### src/rtl/lact_regs.svh
`ifndef LACT_REGS_SVH
`define LACT_REGS_SVH
// cross trigger timing, in analyzer clock cycles
`define LACT_TRIG_OUT_DLY 4'h9
`define LACT_TRIG_IN_ACK_DLY 1
// generation-time limits
`define LACT_NPROBE 4
`define LACT_PROBE_W 8
`define LACT_MU_MAX 5'h10
`define LACT_MU_MAX_CAP 5'h0F
`define LACT_MU_TOTAL_MAX 1024
`define LACT_HUB_CHAIN_DEF 4'h1
// peer register offsets, byte addresses
`define LACT_ADR_CTRL 4'h0
`define LACT_ADR_STAT 4'h4
`define LACT_ADR_ISTAT 4'h8
`define LACT_ADR_IMASK 4'hC
// ctrl bits
`define LACT_CTRL_FIRE 0
`define LACT_CTRL_AUTO_ACK 1
// status bits
`define LACT_STAT_DRIVING 0
`define LACT_STAT_TRIG_SEEN 1
`define LACT_STAT_ACKING 2
// interrupt bits
`define LACT_INT_TRIG_RX 0
`define LACT_INT_FIRE_DONE 1
`define LACT_INT_W 2
// reset values
`define LACT_CTRL_RST 2'h2
`define LACT_IMASK_RST 2'h0
`endif

### src/rtl/lact_pkg.sv
package lact_pkg;
    // trigger output sequence of the analyzer core
    typedef enum logic [1:0] {
        XO_ARMED,
        XO_DELAY,
        XO_HOLD,
        XO_DONE
    } lact_xo_e;
    // peer drive of the core trigger input
    typedef enum logic [1:0] {
        PD_IDLE,
        PD_DRIVE,
        PD_WAIT_LOW
    } lact_pd_e;
    typedef logic [4:0] lact_mu_t;
endpackage

### src/rtl/lact_if.sv
`timescale 1ns/1ps
// cross trigger link between analyzer core and its peer
interface lact_if;
    logic core_trig_out; // core trigger output
    logic core_trig_out_ack; // peer acknowledge of trigger output
    logic core_trig_in; // peer trigger into core
    logic core_trig_in_ack; // core acknowledge of trigger input
    modport core (
        output core_trig_out,
        input core_trig_out_ack,
        input core_trig_in,
        output core_trig_in_ack
    );
    modport peer (
        input core_trig_out,
        output core_trig_out_ack,
        output core_trig_in,
        input core_trig_in_ack
    );
endinterface

### src/rtl/lact_core.sv
// Contract
// hold trigger out until acknowledge seen
// ack tied low: hold until re-arm
// input ack one cycle after input
// trigger out nine cycles after event
// acks fall only after trigger falls
// trigger input driver is clock synchronous
// chain: out to in, ack back
// cross trigger ports exist only enabled; the code keeps disabled pairs and ties their outputs low
// comparators per probe from 1 to 16
// capture control reserves one comparator
// common or per-probe counts, max 1024
// probe roles trigger, data or both
// hub user chain index, default 1
// integrator picks a free chain index
// acks sampled high on rising edge
`timescale 1ns/1ps
`include "lact_regs.svh"
module lact_core #(
    parameter bit TRIG_IN_EN = 1'b1, // trigger input pair present
    parameter bit TRIG_OUT_EN = 1'b1, // trigger output pair present
    parameter bit CAP_CTRL_EN = 1'b0, // capture filtering present
    parameter bit SAME_MU = 1'b1, // one count for every probe
    parameter lact_pkg::lact_mu_t ALL_MU = 5'h01, // common count
    parameter logic [19:0] MU_LIST = 20'h21111, // per-probe counts
    parameter logic [3:0] ROLE_TRIG = 4'hF, // probes feeding compare
    parameter logic [3:0] ROLE_DATA = 4'hF, // probes captured
    parameter logic [3:0] HUB_CHAIN = `LACT_HUB_CHAIN_DEF
) (
    input wire logic CLK_SYS_I,
    input wire logic RST_N_I,
    input wire logic [31:0] PROBE_I,
    input wire logic [511:0] CMP_VAL_I,
    input wire logic [63:0] CMP_EN_I,
    input wire logic ARM_I,
    lact_if.core XT,
    output logic TRIGGERED_O,
    output logic [31:0] CAP_DATA_O,
    output logic CAP_VALID_O,
    output logic [3:0] HUB_CHAIN_O
);
    localparam int NP = `LACT_NPROBE;
    localparam int PW = `LACT_PROBE_W;
    // four probes of sixteen slots keep the total at 64, far below
    // the per-core ceiling, so no probe count can exceed it
    localparam int TOTAL_MU = NP * 16;
    localparam bit TOTAL_OK = (TOTAL_MU <= `LACT_MU_TOTAL_MAX);

    // usable comparators for one probe after limits
    function automatic lact_pkg::lact_mu_t mu_of(input int p);
        lact_pkg::lact_mu_t m;
        lact_pkg::lact_mu_t lim;
        m = SAME_MU ? ALL_MU : MU_LIST[p*5 +: 5];
        lim = CAP_CTRL_EN ? `LACT_MU_MAX_CAP : `LACT_MU_MAX;
        if (m > lim) begin
            m = lim;
        end
        if (m == 5'h00) begin
            m = 5'h01;
        end
        if (!TOTAL_OK) begin
            m = 5'h01;
        end
        return m;
    endfunction

    logic [NP-1:0] probe_hit; // any enabled comparator of a trigger-role probe matched
    logic [NP-1:0] probe_filt; // capture filter comparator matched
    logic trig_cond; // own trigger condition this cycle
    logic cap_ok; // capture filter verdict this cycle
    logic trig_in_used; // trigger input taken this cycle
    logic fire; // event starting the trigger out delay
    lact_pkg::lact_xo_e xo_q; // trigger output sequence state
    logic [3:0] dly_q; // cycles since event
    logic trig_out_q; // trigger output flop
    logic trig_in_ack_q; // trigger input acknowledge flop
    logic triggered_q; // core has fired since last arm
    logic [31:0] cap_data_q; // captured data-role probes
    logic cap_valid_q; // capture sample qualifier
    logic [3:0] hub_chain_q; // chain index presented to the hub

    // comparator bank, one slot per comparator up to the probe count
    for (genvar p = 0; p < NP; p++) begin : g_probe
        localparam lact_pkg::lact_mu_t MU = mu_of(p);
        logic [15:0] slot_hit;
        for (genvar c = 0; c < 16; c++) begin : g_cmp
            // slots beyond the probe's count are not built
            if (c < int'(MU)) begin : g_on
                assign slot_hit[c] = CMP_EN_I[p*16+c]
                    && (PROBE_I[p*PW +: PW] == CMP_VAL_I[(p*16+c)*PW +: PW]);
            end else begin : g_off
                assign slot_hit[c] = 1'b0;
            end
        end
        // only trigger-role probes reach the trigger decision
        assign probe_hit[p] = ROLE_TRIG[p] && (|slot_hit);
        // the top slot is kept for capture filtering
        if (CAP_CTRL_EN) begin : g_filt
            assign probe_filt[p] = CMP_EN_I[p*16+15]
                && (PROBE_I[p*PW +: PW] == CMP_VAL_I[(p*16+15)*PW +: PW]);
        end else begin : g_nofilt
            assign probe_filt[p] = 1'b0;
        end
    end

    // trigger decision and its event sources
    always_comb begin
        trig_cond = |probe_hit;
        cap_ok = CAP_CTRL_EN ? |(probe_filt & ROLE_DATA) : 1'b1;
        // the input is synchronous to this clock and read unsynchronised
        trig_in_used = TRIG_IN_EN && XT.core_trig_in;
        fire = trig_in_used || trig_cond;
    end

    // trigger output sequence: arm, delay, hold, done
    always_ff @(posedge CLK_SYS_I or negedge RST_N_I) begin
        if (!RST_N_I) begin
            xo_q <= lact_pkg::XO_ARMED;
            dly_q <= 4'h0;
            trig_out_q <= 1'b0;
        end else if (ARM_I) begin
            // re-arm always works, even with the ack tied low
            xo_q <= lact_pkg::XO_ARMED;
            dly_q <= 4'h0;
            trig_out_q <= 1'b0;
        end else begin
            case (xo_q)
                lact_pkg::XO_ARMED: begin
                    if (fire) begin
                        xo_q <= lact_pkg::XO_DELAY;
                        dly_q <= 4'h1;
                    end
                end
                lact_pkg::XO_DELAY: begin
                    // output rises in the ninth cycle after the event
                    if (dly_q == `LACT_TRIG_OUT_DLY - 4'h1) begin
                        trig_out_q <= TRIG_OUT_EN;
                        xo_q <= lact_pkg::XO_HOLD;
                    end else begin
                        dly_q <= dly_q + 4'h1;
                    end
                end
                lact_pkg::XO_HOLD: begin
                    // ack sampled high at a rising edge drops the output
                    if (XT.core_trig_out_ack || !TRIG_OUT_EN) begin
                        trig_out_q <= 1'b0;
                        xo_q <= lact_pkg::XO_DONE;
                    end
                end
                lact_pkg::XO_DONE: begin
                    // one shot per arm; wait for the next arm
                    trig_out_q <= 1'b0;
                end
                default: begin
                    xo_q <= lact_pkg::XO_ARMED;
                    trig_out_q <= 1'b0;
                end
            endcase
        end
    end

    // input acknowledge: one cycle behind the input, falls after it
    always_ff @(posedge CLK_SYS_I or negedge RST_N_I) begin
        if (!RST_N_I) begin
            trig_in_ack_q <= 1'b0;
        end else begin
            // a plain register gives exactly one cycle of lag both ways
            trig_in_ack_q <= trig_in_used;
        end
    end

    // triggered flag for the user
    always_ff @(posedge CLK_SYS_I or negedge RST_N_I) begin
        if (!RST_N_I) begin
            triggered_q <= 1'b0;
        end else if (ARM_I) begin
            triggered_q <= 1'b0;
        end else if (xo_q == lact_pkg::XO_ARMED && fire) begin
            triggered_q <= 1'b1;
        end
    end

    // capture path: data-role probes only, qualified by the filter
    always_ff @(posedge CLK_SYS_I or negedge RST_N_I) begin
        if (!RST_N_I) begin
            cap_data_q <= 32'h00000000;
            cap_valid_q <= 1'b0;
        end else begin
            for (int p = 0; p < NP; p++) begin
                // trigger-only probes never reach capture
                cap_data_q[p*PW +: PW] <= ROLE_DATA[p] ?
                    PROBE_I[p*PW +: PW] : 8'h00;
            end
            cap_valid_q <= cap_ok;
        end
    end

    // hub chain index, fixed at generation time
    always_ff @(posedge CLK_SYS_I or negedge RST_N_I) begin
        if (!RST_N_I) begin
            hub_chain_q <= `LACT_HUB_CHAIN_DEF;
        end else begin
            // the integrator keeps this clear of other scan users
            hub_chain_q <= HUB_CHAIN;
        end
    end

    // disabled pairs are held low so they act as absent
    assign XT.core_trig_out = TRIG_OUT_EN ? trig_out_q : 1'b0;
    assign XT.core_trig_in_ack = TRIG_IN_EN ? trig_in_ack_q : 1'b0;
    assign TRIGGERED_O = triggered_q;
    assign CAP_DATA_O = cap_data_q;
    assign CAP_VALID_O = cap_valid_q;
    assign HUB_CHAIN_O = hub_chain_q;
endmodule

### src/flat_wrapper.sv
// flat-port wrapper written by rule: the top's interface ports become plain ports
module lact_core_flat 
#(
    parameter bit TRIG_IN_EN = 1'b1,                              
    parameter bit TRIG_OUT_EN = 1'b1,                               
    parameter bit CAP_CTRL_EN = 1'b0,                             
    parameter bit SAME_MU = 1'b1,                             
    parameter lact_pkg::lact_mu_t ALL_MU = 5'h01,                
    parameter logic [19:0] MU_LIST = 20'h21111,                    
    parameter logic [3:0] ROLE_TRIG = 4'hF,                          
    parameter logic [3:0] ROLE_DATA = 4'hF,                   
    parameter logic [3:0] HUB_CHAIN = `LACT_HUB_CHAIN_DEF
)
  (CLK_SYS_I, RST_N_I, PROBE_I, CMP_VAL_I, CMP_EN_I, ARM_I, TRIGGERED_O, CAP_DATA_O, CAP_VALID_O, HUB_CHAIN_O, XT_core_trig_out, XT_core_trig_out_ack, XT_core_trig_in, XT_core_trig_in_ack);
  lact_if XT_i ();
  input wire logic CLK_SYS_I;
  input wire logic RST_N_I;
  input wire logic [31:0] PROBE_I;
  input wire logic [511:0] CMP_VAL_I;
  input wire logic [63:0] CMP_EN_I;
  input wire logic ARM_I;
  output logic TRIGGERED_O;
  output logic [31:0] CAP_DATA_O;
  output logic CAP_VALID_O;
  output logic [3:0] HUB_CHAIN_O;
  output wire logic [$bits(XT_i.core_trig_out)-1:0] XT_core_trig_out;
  input wire logic [$bits(XT_i.core_trig_out_ack)-1:0] XT_core_trig_out_ack;
  input wire logic [$bits(XT_i.core_trig_in)-1:0] XT_core_trig_in;
  output wire logic [$bits(XT_i.core_trig_in_ack)-1:0] XT_core_trig_in_ack;
  assign XT_core_trig_out = XT_i.core_trig_out;
  assign XT_i.core_trig_out_ack = XT_core_trig_out_ack;
  assign XT_i.core_trig_in = XT_core_trig_in;
  assign XT_core_trig_in_ack = XT_i.core_trig_in_ack;
  lact_core #(.TRIG_IN_EN(TRIG_IN_EN), .TRIG_OUT_EN(TRIG_OUT_EN), .CAP_CTRL_EN(CAP_CTRL_EN), .SAME_MU(SAME_MU), .ALL_MU(ALL_MU), .MU_LIST(MU_LIST), .ROLE_TRIG(ROLE_TRIG), .ROLE_DATA(ROLE_DATA), .HUB_CHAIN(HUB_CHAIN)) u_core (.CLK_SYS_I(CLK_SYS_I), .RST_N_I(RST_N_I), .PROBE_I(PROBE_I), .CMP_VAL_I(CMP_VAL_I), .CMP_EN_I(CMP_EN_I), .ARM_I(ARM_I), .XT(XT_i), .TRIGGERED_O(TRIGGERED_O), .CAP_DATA_O(CAP_DATA_O), .CAP_VALID_O(CAP_VALID_O), .HUB_CHAIN_O(HUB_CHAIN_O));
endmodule
### config.mk
export PLATFORM = sky130hd
export DESIGN_NAME = lact_core_flat
export DESIGN_NICKNAME = d
export VERILOG_FILES = /design/src/rtl/lact_pkg.sv /design/src/rtl/lact_if.sv /design/src/rtl/lact_core.sv /design/src/flat_wrapper.sv
export VERILOG_INCLUDE_DIRS = /design/src /design/src/rtl
export SDC_FILE = /design/constraint.sdc
export NUM_CORES = 1
export LEC_CHECK = 0
export BUFFER_PORTS_ARGS = -buffer_cell sky130_fd_sc_hd__buf_4
export CORE_AREA = 2 2 255 257
export CTS_CLUSTER_SIZE = 25
export DETAILED_ROUTE_END_ITERATION = 12
export DIE_AREA = 0 0 257 259
export GPL_TIMING_DRIVEN = 1
export PLACE_DENSITY = 0.3
export SLEW_MARGIN = 20
export SYNTH_ARGS = -nofsm -noshare
export SYNTH_HDL_FRONTEND = slang
export SYNTH_SLANG_ARGS = --single-unit
export TNS_END_PERCENT = 1
### constraint.sdc
create_clock -name CLK_SYS_I -period 2.3 [get_ports CLK_SYS_I]
set_input_delay 0.46 -clock CLK_SYS_I [delete_from_list [all_inputs] [get_ports CLK_SYS_I]]
set_output_delay 0.46 -clock CLK_SYS_I [all_outputs]
set_load 0.01 [all_outputs]
# Yosys cells after proc, flatten, opt, wreduce, memory -nomap -nowiden
# Cells that the tools add are included.
dict set report classes {
  n_mux 15
  n_reduce_logical 15
  eq_ne 12
  add_sub_neg 1
}
# operator count
set op_table {}
lappend op_table {{8-bit == test} 4}
lappend op_table {{4-bit two-way mux} 3}
lappend op_table {{2-bit two-way mux} 4}
lappend op_table {{4-bit case mux with 2 select lines} 1}
lappend op_table {{4-bit nonzero test} 2}
lappend op_table {{3-bit by 2-bit inequality test with 1-bit output (second input constant)} 2}
lappend op_table {{3-bit inequality test (second input constant)} 2}
lappend op_table {{2-bit case mux with 3 select lines} 1}
lappend op_table {{3-bit AND reduction} 2}
lappend op_table {{1-bit logical AND} 5}
lappend op_table {{1-bit two-way mux} 5}
lappend op_table {{4-bit by 1-bit adder with 4-bit output (second input constant)} 1}
lappend op_table {{2-bit == test (second input constant)} 2}
lappend op_table {{4-bit == test (second input constant)} 1}
lappend op_table {{4-bit AND reduction} 1}
lappend op_table {{4-bit OR reduction} 1}
lappend op_table {{1-bit case mux with 3 select lines} 1}
lappend op_table {{3-bit nonzero test} 1}
lappend op_table {{2-bit by 1-bit == test with 1-bit output (second input constant)} 1}
lappend op_table {{2-bit zero test} 1}
lappend op_table {{2-bit nonzero test} 1}
lappend op_table {{1-bit logical OR} 1}
dict set report word_totals {
  out_inout_bits 40
  inputBits 613
  word_cells 50
  register_bits 42
}

# Depth between registers and ports, before layout
dict set report logic_depth {
  depth_word 7
  ltp_mapped 8
  depth_no_buf 8
}

# Least setup slack after synthesis
# OpenSTA, ideal clock, no wires.
dict set report synth_timing {
  kind {input-to-reg}
  start {input port PROBE_I[23]}
  end {register u_core.dly_q[2]}
  t_required_ns 2.180
  setup_slack_ns 0.284
  n_path_buf 1
  setup_time_ns 0.120
  arrival_ns 1.896
  cell_stages 7
  cell_sequence {xor2_1 -> nor4_1 -> a41o_1 -> or4_4 -> buf_6 -> and4b_1 -> a31o_1}
}
dict set report synth_via {
  elab_chain_len 6
}
# item line_no
set synth_rtl {}
lappend synth_rtl {{start: declaration} flat_wrapper.sv:18} ;# input wire logic [31:0] PROBE_I;
lappend synth_rtl {{8-bit == test} lact_core.sv:90} ;# && (PROBE_I[p*PW +: PW] == CMP_VAL_I[(p*16+c)*PW +: PW]);
lappend synth_rtl {{1-bit logical AND} lact_core.sv:90}
lappend synth_rtl {{4-bit OR reduction} lact_core.sv:108} ;# trig_cond = |probe_hit;
lappend synth_rtl {{1-bit logical OR} lact_core.sv:112} ;# fire = trig_in_used || trig_cond;
lappend synth_rtl {{3-bit by 2-bit inequality test with 1-bit output (no source line)} --}
lappend synth_rtl {{3-bit AND reduction (no source line)} --}
lappend synth_rtl {{end signal: assignment} lact_core.sv:140} ;# dly_q <= dly_q + 4'h1;
lappend synth_rtl {{end: declaration} lact_core.sv:74} ;# logic [3:0] dly_q;
# Every way passes these cells.
# A chain may end at the register's enable or synchronous reset.

# Worst setup path after layout
dict set report layout_timing {
  start {input port CMP_VAL_I[262]}
  end {register u_core.dly_q[0]}
}
dict set report layout_via {
  elab_chain_len 6
}
# item line_no
set layout_rtl {}
lappend layout_rtl {{start: declaration} flat_wrapper.sv:19} ;# input wire logic [511:0] CMP_VAL_I;
lappend layout_rtl {{8-bit == test} lact_core.sv:90}
lappend layout_rtl {{1-bit logical AND} lact_core.sv:90}
lappend layout_rtl {{4-bit OR reduction} lact_core.sv:108}
lappend layout_rtl {{1-bit logical OR} lact_core.sv:112}
lappend layout_rtl {{3-bit by 2-bit inequality test with 1-bit output (no source line)} --}
lappend layout_rtl {{3-bit AND reduction (no source line)} --}
# Every way passes these cells.

==> impl_summary.log <==
[metrics] wire length of the first global-routing pass: 15,000 um
[metrics] number of vias per cell: 1.38
[metrics] overall routed net length: 11,600 um
[metrics] die outline height: 259 um
[metrics] total I/O pin count: 653
[metrics] Clk pin slew, worst setup/hold paths: approximately 0.08 ns
[metrics] number of buffers between clock root and the deepest sink: 2
[metrics] worst-case headroom to the max-slew limit: 49.0%
[metrics] Comb power frac: 30.9%
[metrics] CTS Buf Count: 5
[metrics] fill cell total of the finished layout: 7,510
[metrics] GRT met2 Usage: under 10%
[metrics] post-detailed-placement cell area: between 0.003 and 0.004 mm^2
[metrics] kind of end point of the critical path: register
[metrics] Post-Synthesis Cell Area: 0.00183 mm^2
[metrics] total number of nets in the final design: 889
[metrics] required time at the endpoint of the critical path: 2.52 ns
[metrics] FF/Latch Area: 0.00105 mm^2
[metrics] All-Layer GR Usage: 3.58%
[metrics] post-synthesis cell type count: 35
[metrics] crit path max-delay cell type: sky130_fd_sc_hd__nor3_1
[metrics] fraction of power spent switching nets: around 34%
[metrics] Worst-Margin Slew: 0.759 ns
[metrics] maximum clock frequency: 487 MHz
[metrics] antenna violations before repair: 15
[metrics] GR peak layer: met2
[metrics] total count of max-transition violations in the final report: 0
[metrics] most used flip-flop cell after synthesis: sky130_fd_sc_hd__dfrtp_1
[metrics] peak supply drop: about 0.27 mV
[metrics] sequential element share of the synthesized area: between 50% and 60%
[metrics] clock network latency to the later pin of the worst-skew pair: approximately 0.32 ns
[metrics] post-synthesis average cell area: 12.3 um^2
[metrics] setup clock skew after layout: 0.000430 ns
[metrics] Final period util: 89.2%
[metrics] commonest cells after routing, fill and taps aside: sky130_fd_sc_hd__buf_4 (117), sky130_fd_sc_hd__dfrtp_1 (42), sky130_fd_sc_hd__xnor2_1 (25)
[metrics] number of enable-type register cells in the synthesized netlist: 0
[metrics] max-cap violation count: 0
[metrics] cell-by-cell trace of the critical path: buf_4 > xor2_1 > nor3_1 > a41o_1 > or4_4 > nand2_1 > a221oi_1
[metrics] Area growth syn-to-layout: 112%
[metrics] weighted congestion reported at the end of routability-driven placement: 0.621
[metrics] unrepaired setup endpoints after global routing: false
[metrics] number of cells produced by synthesis: 149
[metrics] number of iterations in the first detailed-routing pass: 2
[metrics] final setup fails: 0
[metrics] layout cells sized above 1: 47.8%
[metrics] number of DRC markers in iteration 0: 41
[metrics] TritonCTS clock tree: yes
[metrics] Net Sw Power: 796 uW
[metrics] count of yosys warnings during synthesis: 0
[metrics] total grt overflow: 0
[metrics] # rows: 93
[metrics] starting density of the core: 2.87%
[metrics] vias in the first global route: 1,629
[metrics] Critical Path Fanout Max: 6
[metrics] power density over the cells: 610 mW/mm^2
[metrics] post-layout instance count excluding filler cells: between 1,000 and 1,500
[metrics] maximum number of pins on one net before global-route repair: 43
[metrics] floorplan core area: approximately 0.064 mm^2
[metrics] Min-Delay Path Class: in -> async
[metrics] number of levels in the clock H-tree: 2
[metrics] routed via count: 1,552
[metrics] Top Family by Delay on Critical Path: simple AND/OR/NAND/NOR gates
[metrics] post-CTS setup-driven buffer insertion count: 0
[metrics] post-route DRC violation count: 0
[metrics] min cycle time layout: just over 2 ns
[metrics] post-DR wirelength/cell: 10.3 um
[metrics] internal power summed over all cells: around 1.6 mW
[metrics] cts repair resizes: 0
[metrics] CTS Hold Buffers Added: 0
[metrics] area of the multi-input gates: 711 um^2
[metrics] antenna viol nets, final: 0
[metrics] P_leak: 1.40 nW
[metrics] total negative slack for setup checks: 0 ns
[metrics] clock tree root driver cell: sky130_fd_sc_hd__clkbuf_16
[metrics] maximum cell stage delay along the critical path: 0.64 ns
[metrics] clock network fraction of design power: 33.2%
[metrics] classification of the worst setup path: in -> reg
[metrics] signal arrival time at the worst endpoint: 2.27 ns
[metrics] Yosys reg bits: 42
[metrics] outcome: complete, no violations
[metrics] met1 usage: 4.29%
[metrics] buffers and inverters on the worst path: 1
[metrics] Die Footprint: approximately 0.067 mm^2
[metrics] share of power burned in registers: 35.9%
[metrics] total number of clock tree sinks: 42
[metrics] critical path startpoint category: input port
[metrics] horizontal die dimension: 257 um
[metrics] post-route cell area: between 0.003 and 0.004 mm^2
[metrics] asr flop ratio synth: 100%
[metrics] detailed placer's ending HPWL: between 10,000 and 15,000 um
[metrics] most frequent standard cell in the layout excluding fill and tap cells: sky130_fd_sc_hd__buf_4
[metrics] count of final hold-check violations: 0
[metrics] number of placed cells counting well taps: 1,118
[metrics] count of port buffers added during placement: 108
[metrics] met3 usage: 2.41%
==> cells in the mapped netlist (all sizes together) (2+ instances only) <==
| library cell | instances | area [um^2] |
|---|---|---|
| a21oi | 5 | 25.0 |
| xnor2 | 25 | 219 |
| nor2 | 3 | 11.3 |
| nor3 | 4 | 20.0 |
| nand2 | 7 | 26.3 |
| nand4 | 3 | 18.8 |
| buf | 5 | 41.3 |
| inv | 7 | 26.3 |
| nand3 | 5 | 25.0 |
| ha | 6 | 75.1 |
| or3 | 2 | 13.8 |
| nor4 | 2 | 12.5 |
| dfrtp | 42 | 1050 |
| xor2 | 7 | 61.3 |
| mux2 | 2 | 22.5 |
| conb | 2 | 7.51 |
| o21ai | 3 | 15.0 |
| nand2b | 4 | 25.0 |
==> state kept, by name, summed over array words and instances, names as in the netlist <==
name / cells
u_core.CAP_DATA_O: 32
u_core.CAP_VALID_O: 1
u_core.TRIGGERED_O: 1
u_core.XT.core_trig_in_ack: 1
u_core.XT.core_trig_out: 1
u_core.dly_q: 4
u_core.xo_q: 2
==> power groups by stage <==
stage               logic, mW  registers, mW  clock network [mW]
floorplan               0.376          0.876                   0
global placement        0.754          0.861                   0
detailed placement      0.750          0.862                   0
CTS                     0.754          0.848               0.872
global route            0.829          0.857               0.877
finish                  0.730          0.848               0.786
==> worst paths after layout <==
kind	startpoint	end	slack [ns]	depth (start not counted)
min in group CLK_SYS_I	PROBE_I[7]	u_core.CAP_DATA_O[7]	0.25	1
setup / recovery	CMP_VAL_I[262]	u_core.dly_q[0]	0.25	7
hold / removal	RST_N_I	u_core.XT.core_trig_out	0.18	1
setup reg to reg	u_core.xo_q[1]	u_core.dly_q[0]	0.45	6
hold reg to reg	u_core.TRIGGERED_O	u_core.TRIGGERED_O	0.54	2
max in group asynchronous	RST_N_I	u_core.CAP_DATA_O[29]	1.65	1
==> layout make-up <==
| cell class | instances | area share [%] |
|---|---|---|
| Sequential cell | 42 | 27.1 |
| Clock buffer | 5 | 3.23 |
| Antenna cell | 2 | 0.129 |
| Inverter | 7 | 0.678 |
| Tap cell | 855 | 27.6 |
| Multi-Input combinational cell | 97 | 18.3 |
| Timing Repair Buffer | 117 | 22.7 |
| Clock inverter | 2 | 0.258 |
==> worst register-to-register path, delay by kind of cell (launching register included) <==
family                     cells  cell delay, ns
adders and majority gates      1            0.19
buffers and inverters          2            0.28
AOI/OAI and AO/OA              2            0.37
and+or+nand+nor                1            0.49
DFF                            1            0.42
==> routing by layer <==
metal	share of wire, %	wire, um
met1	43	5010
met2	40	4670
met3	14	1570
met4	2.4	273
met5	0.55	64
==> per-stage QoR <==
stage / worst slack (ns) / power [mW] / utilization, % / hold WS, ns
global placement: -0.0958 / 1.62 / 5.85 / 0.521
floorplan: 0.284 / 1.25 / - / 0.164
global route: 0.121 / 2.56 / 6.06 / 0.228
finish: 0.248 / 2.36 / 6.07 / 0.181
detailed placement: -0.144 / 1.61 / 5.85 / 0.523
CTS: 0.225 / 2.47 / 6.06 / 0.198
==> logic make-up after synthesis <==
| kind of cell | count (synthesis) | share of synthesized area, % |
|---|---|---|
| buffers and inverters | 13 | 4.44 |
| AND/OR/NAND/NOR | 35 | 10.7 |
| AO/OA/AOI/OAI | 16 | 5.94 |
| adder cells (fa/ha/maj) | 6 | 4.10 |
| multiplexers | 3 | 1.78 |
| other | 2 | 0.410 |
| flip-flops | 42 | 57.4 |
| XOR/XNOR | 32 | 15.3 |
(Power assumes the default switching activity.)
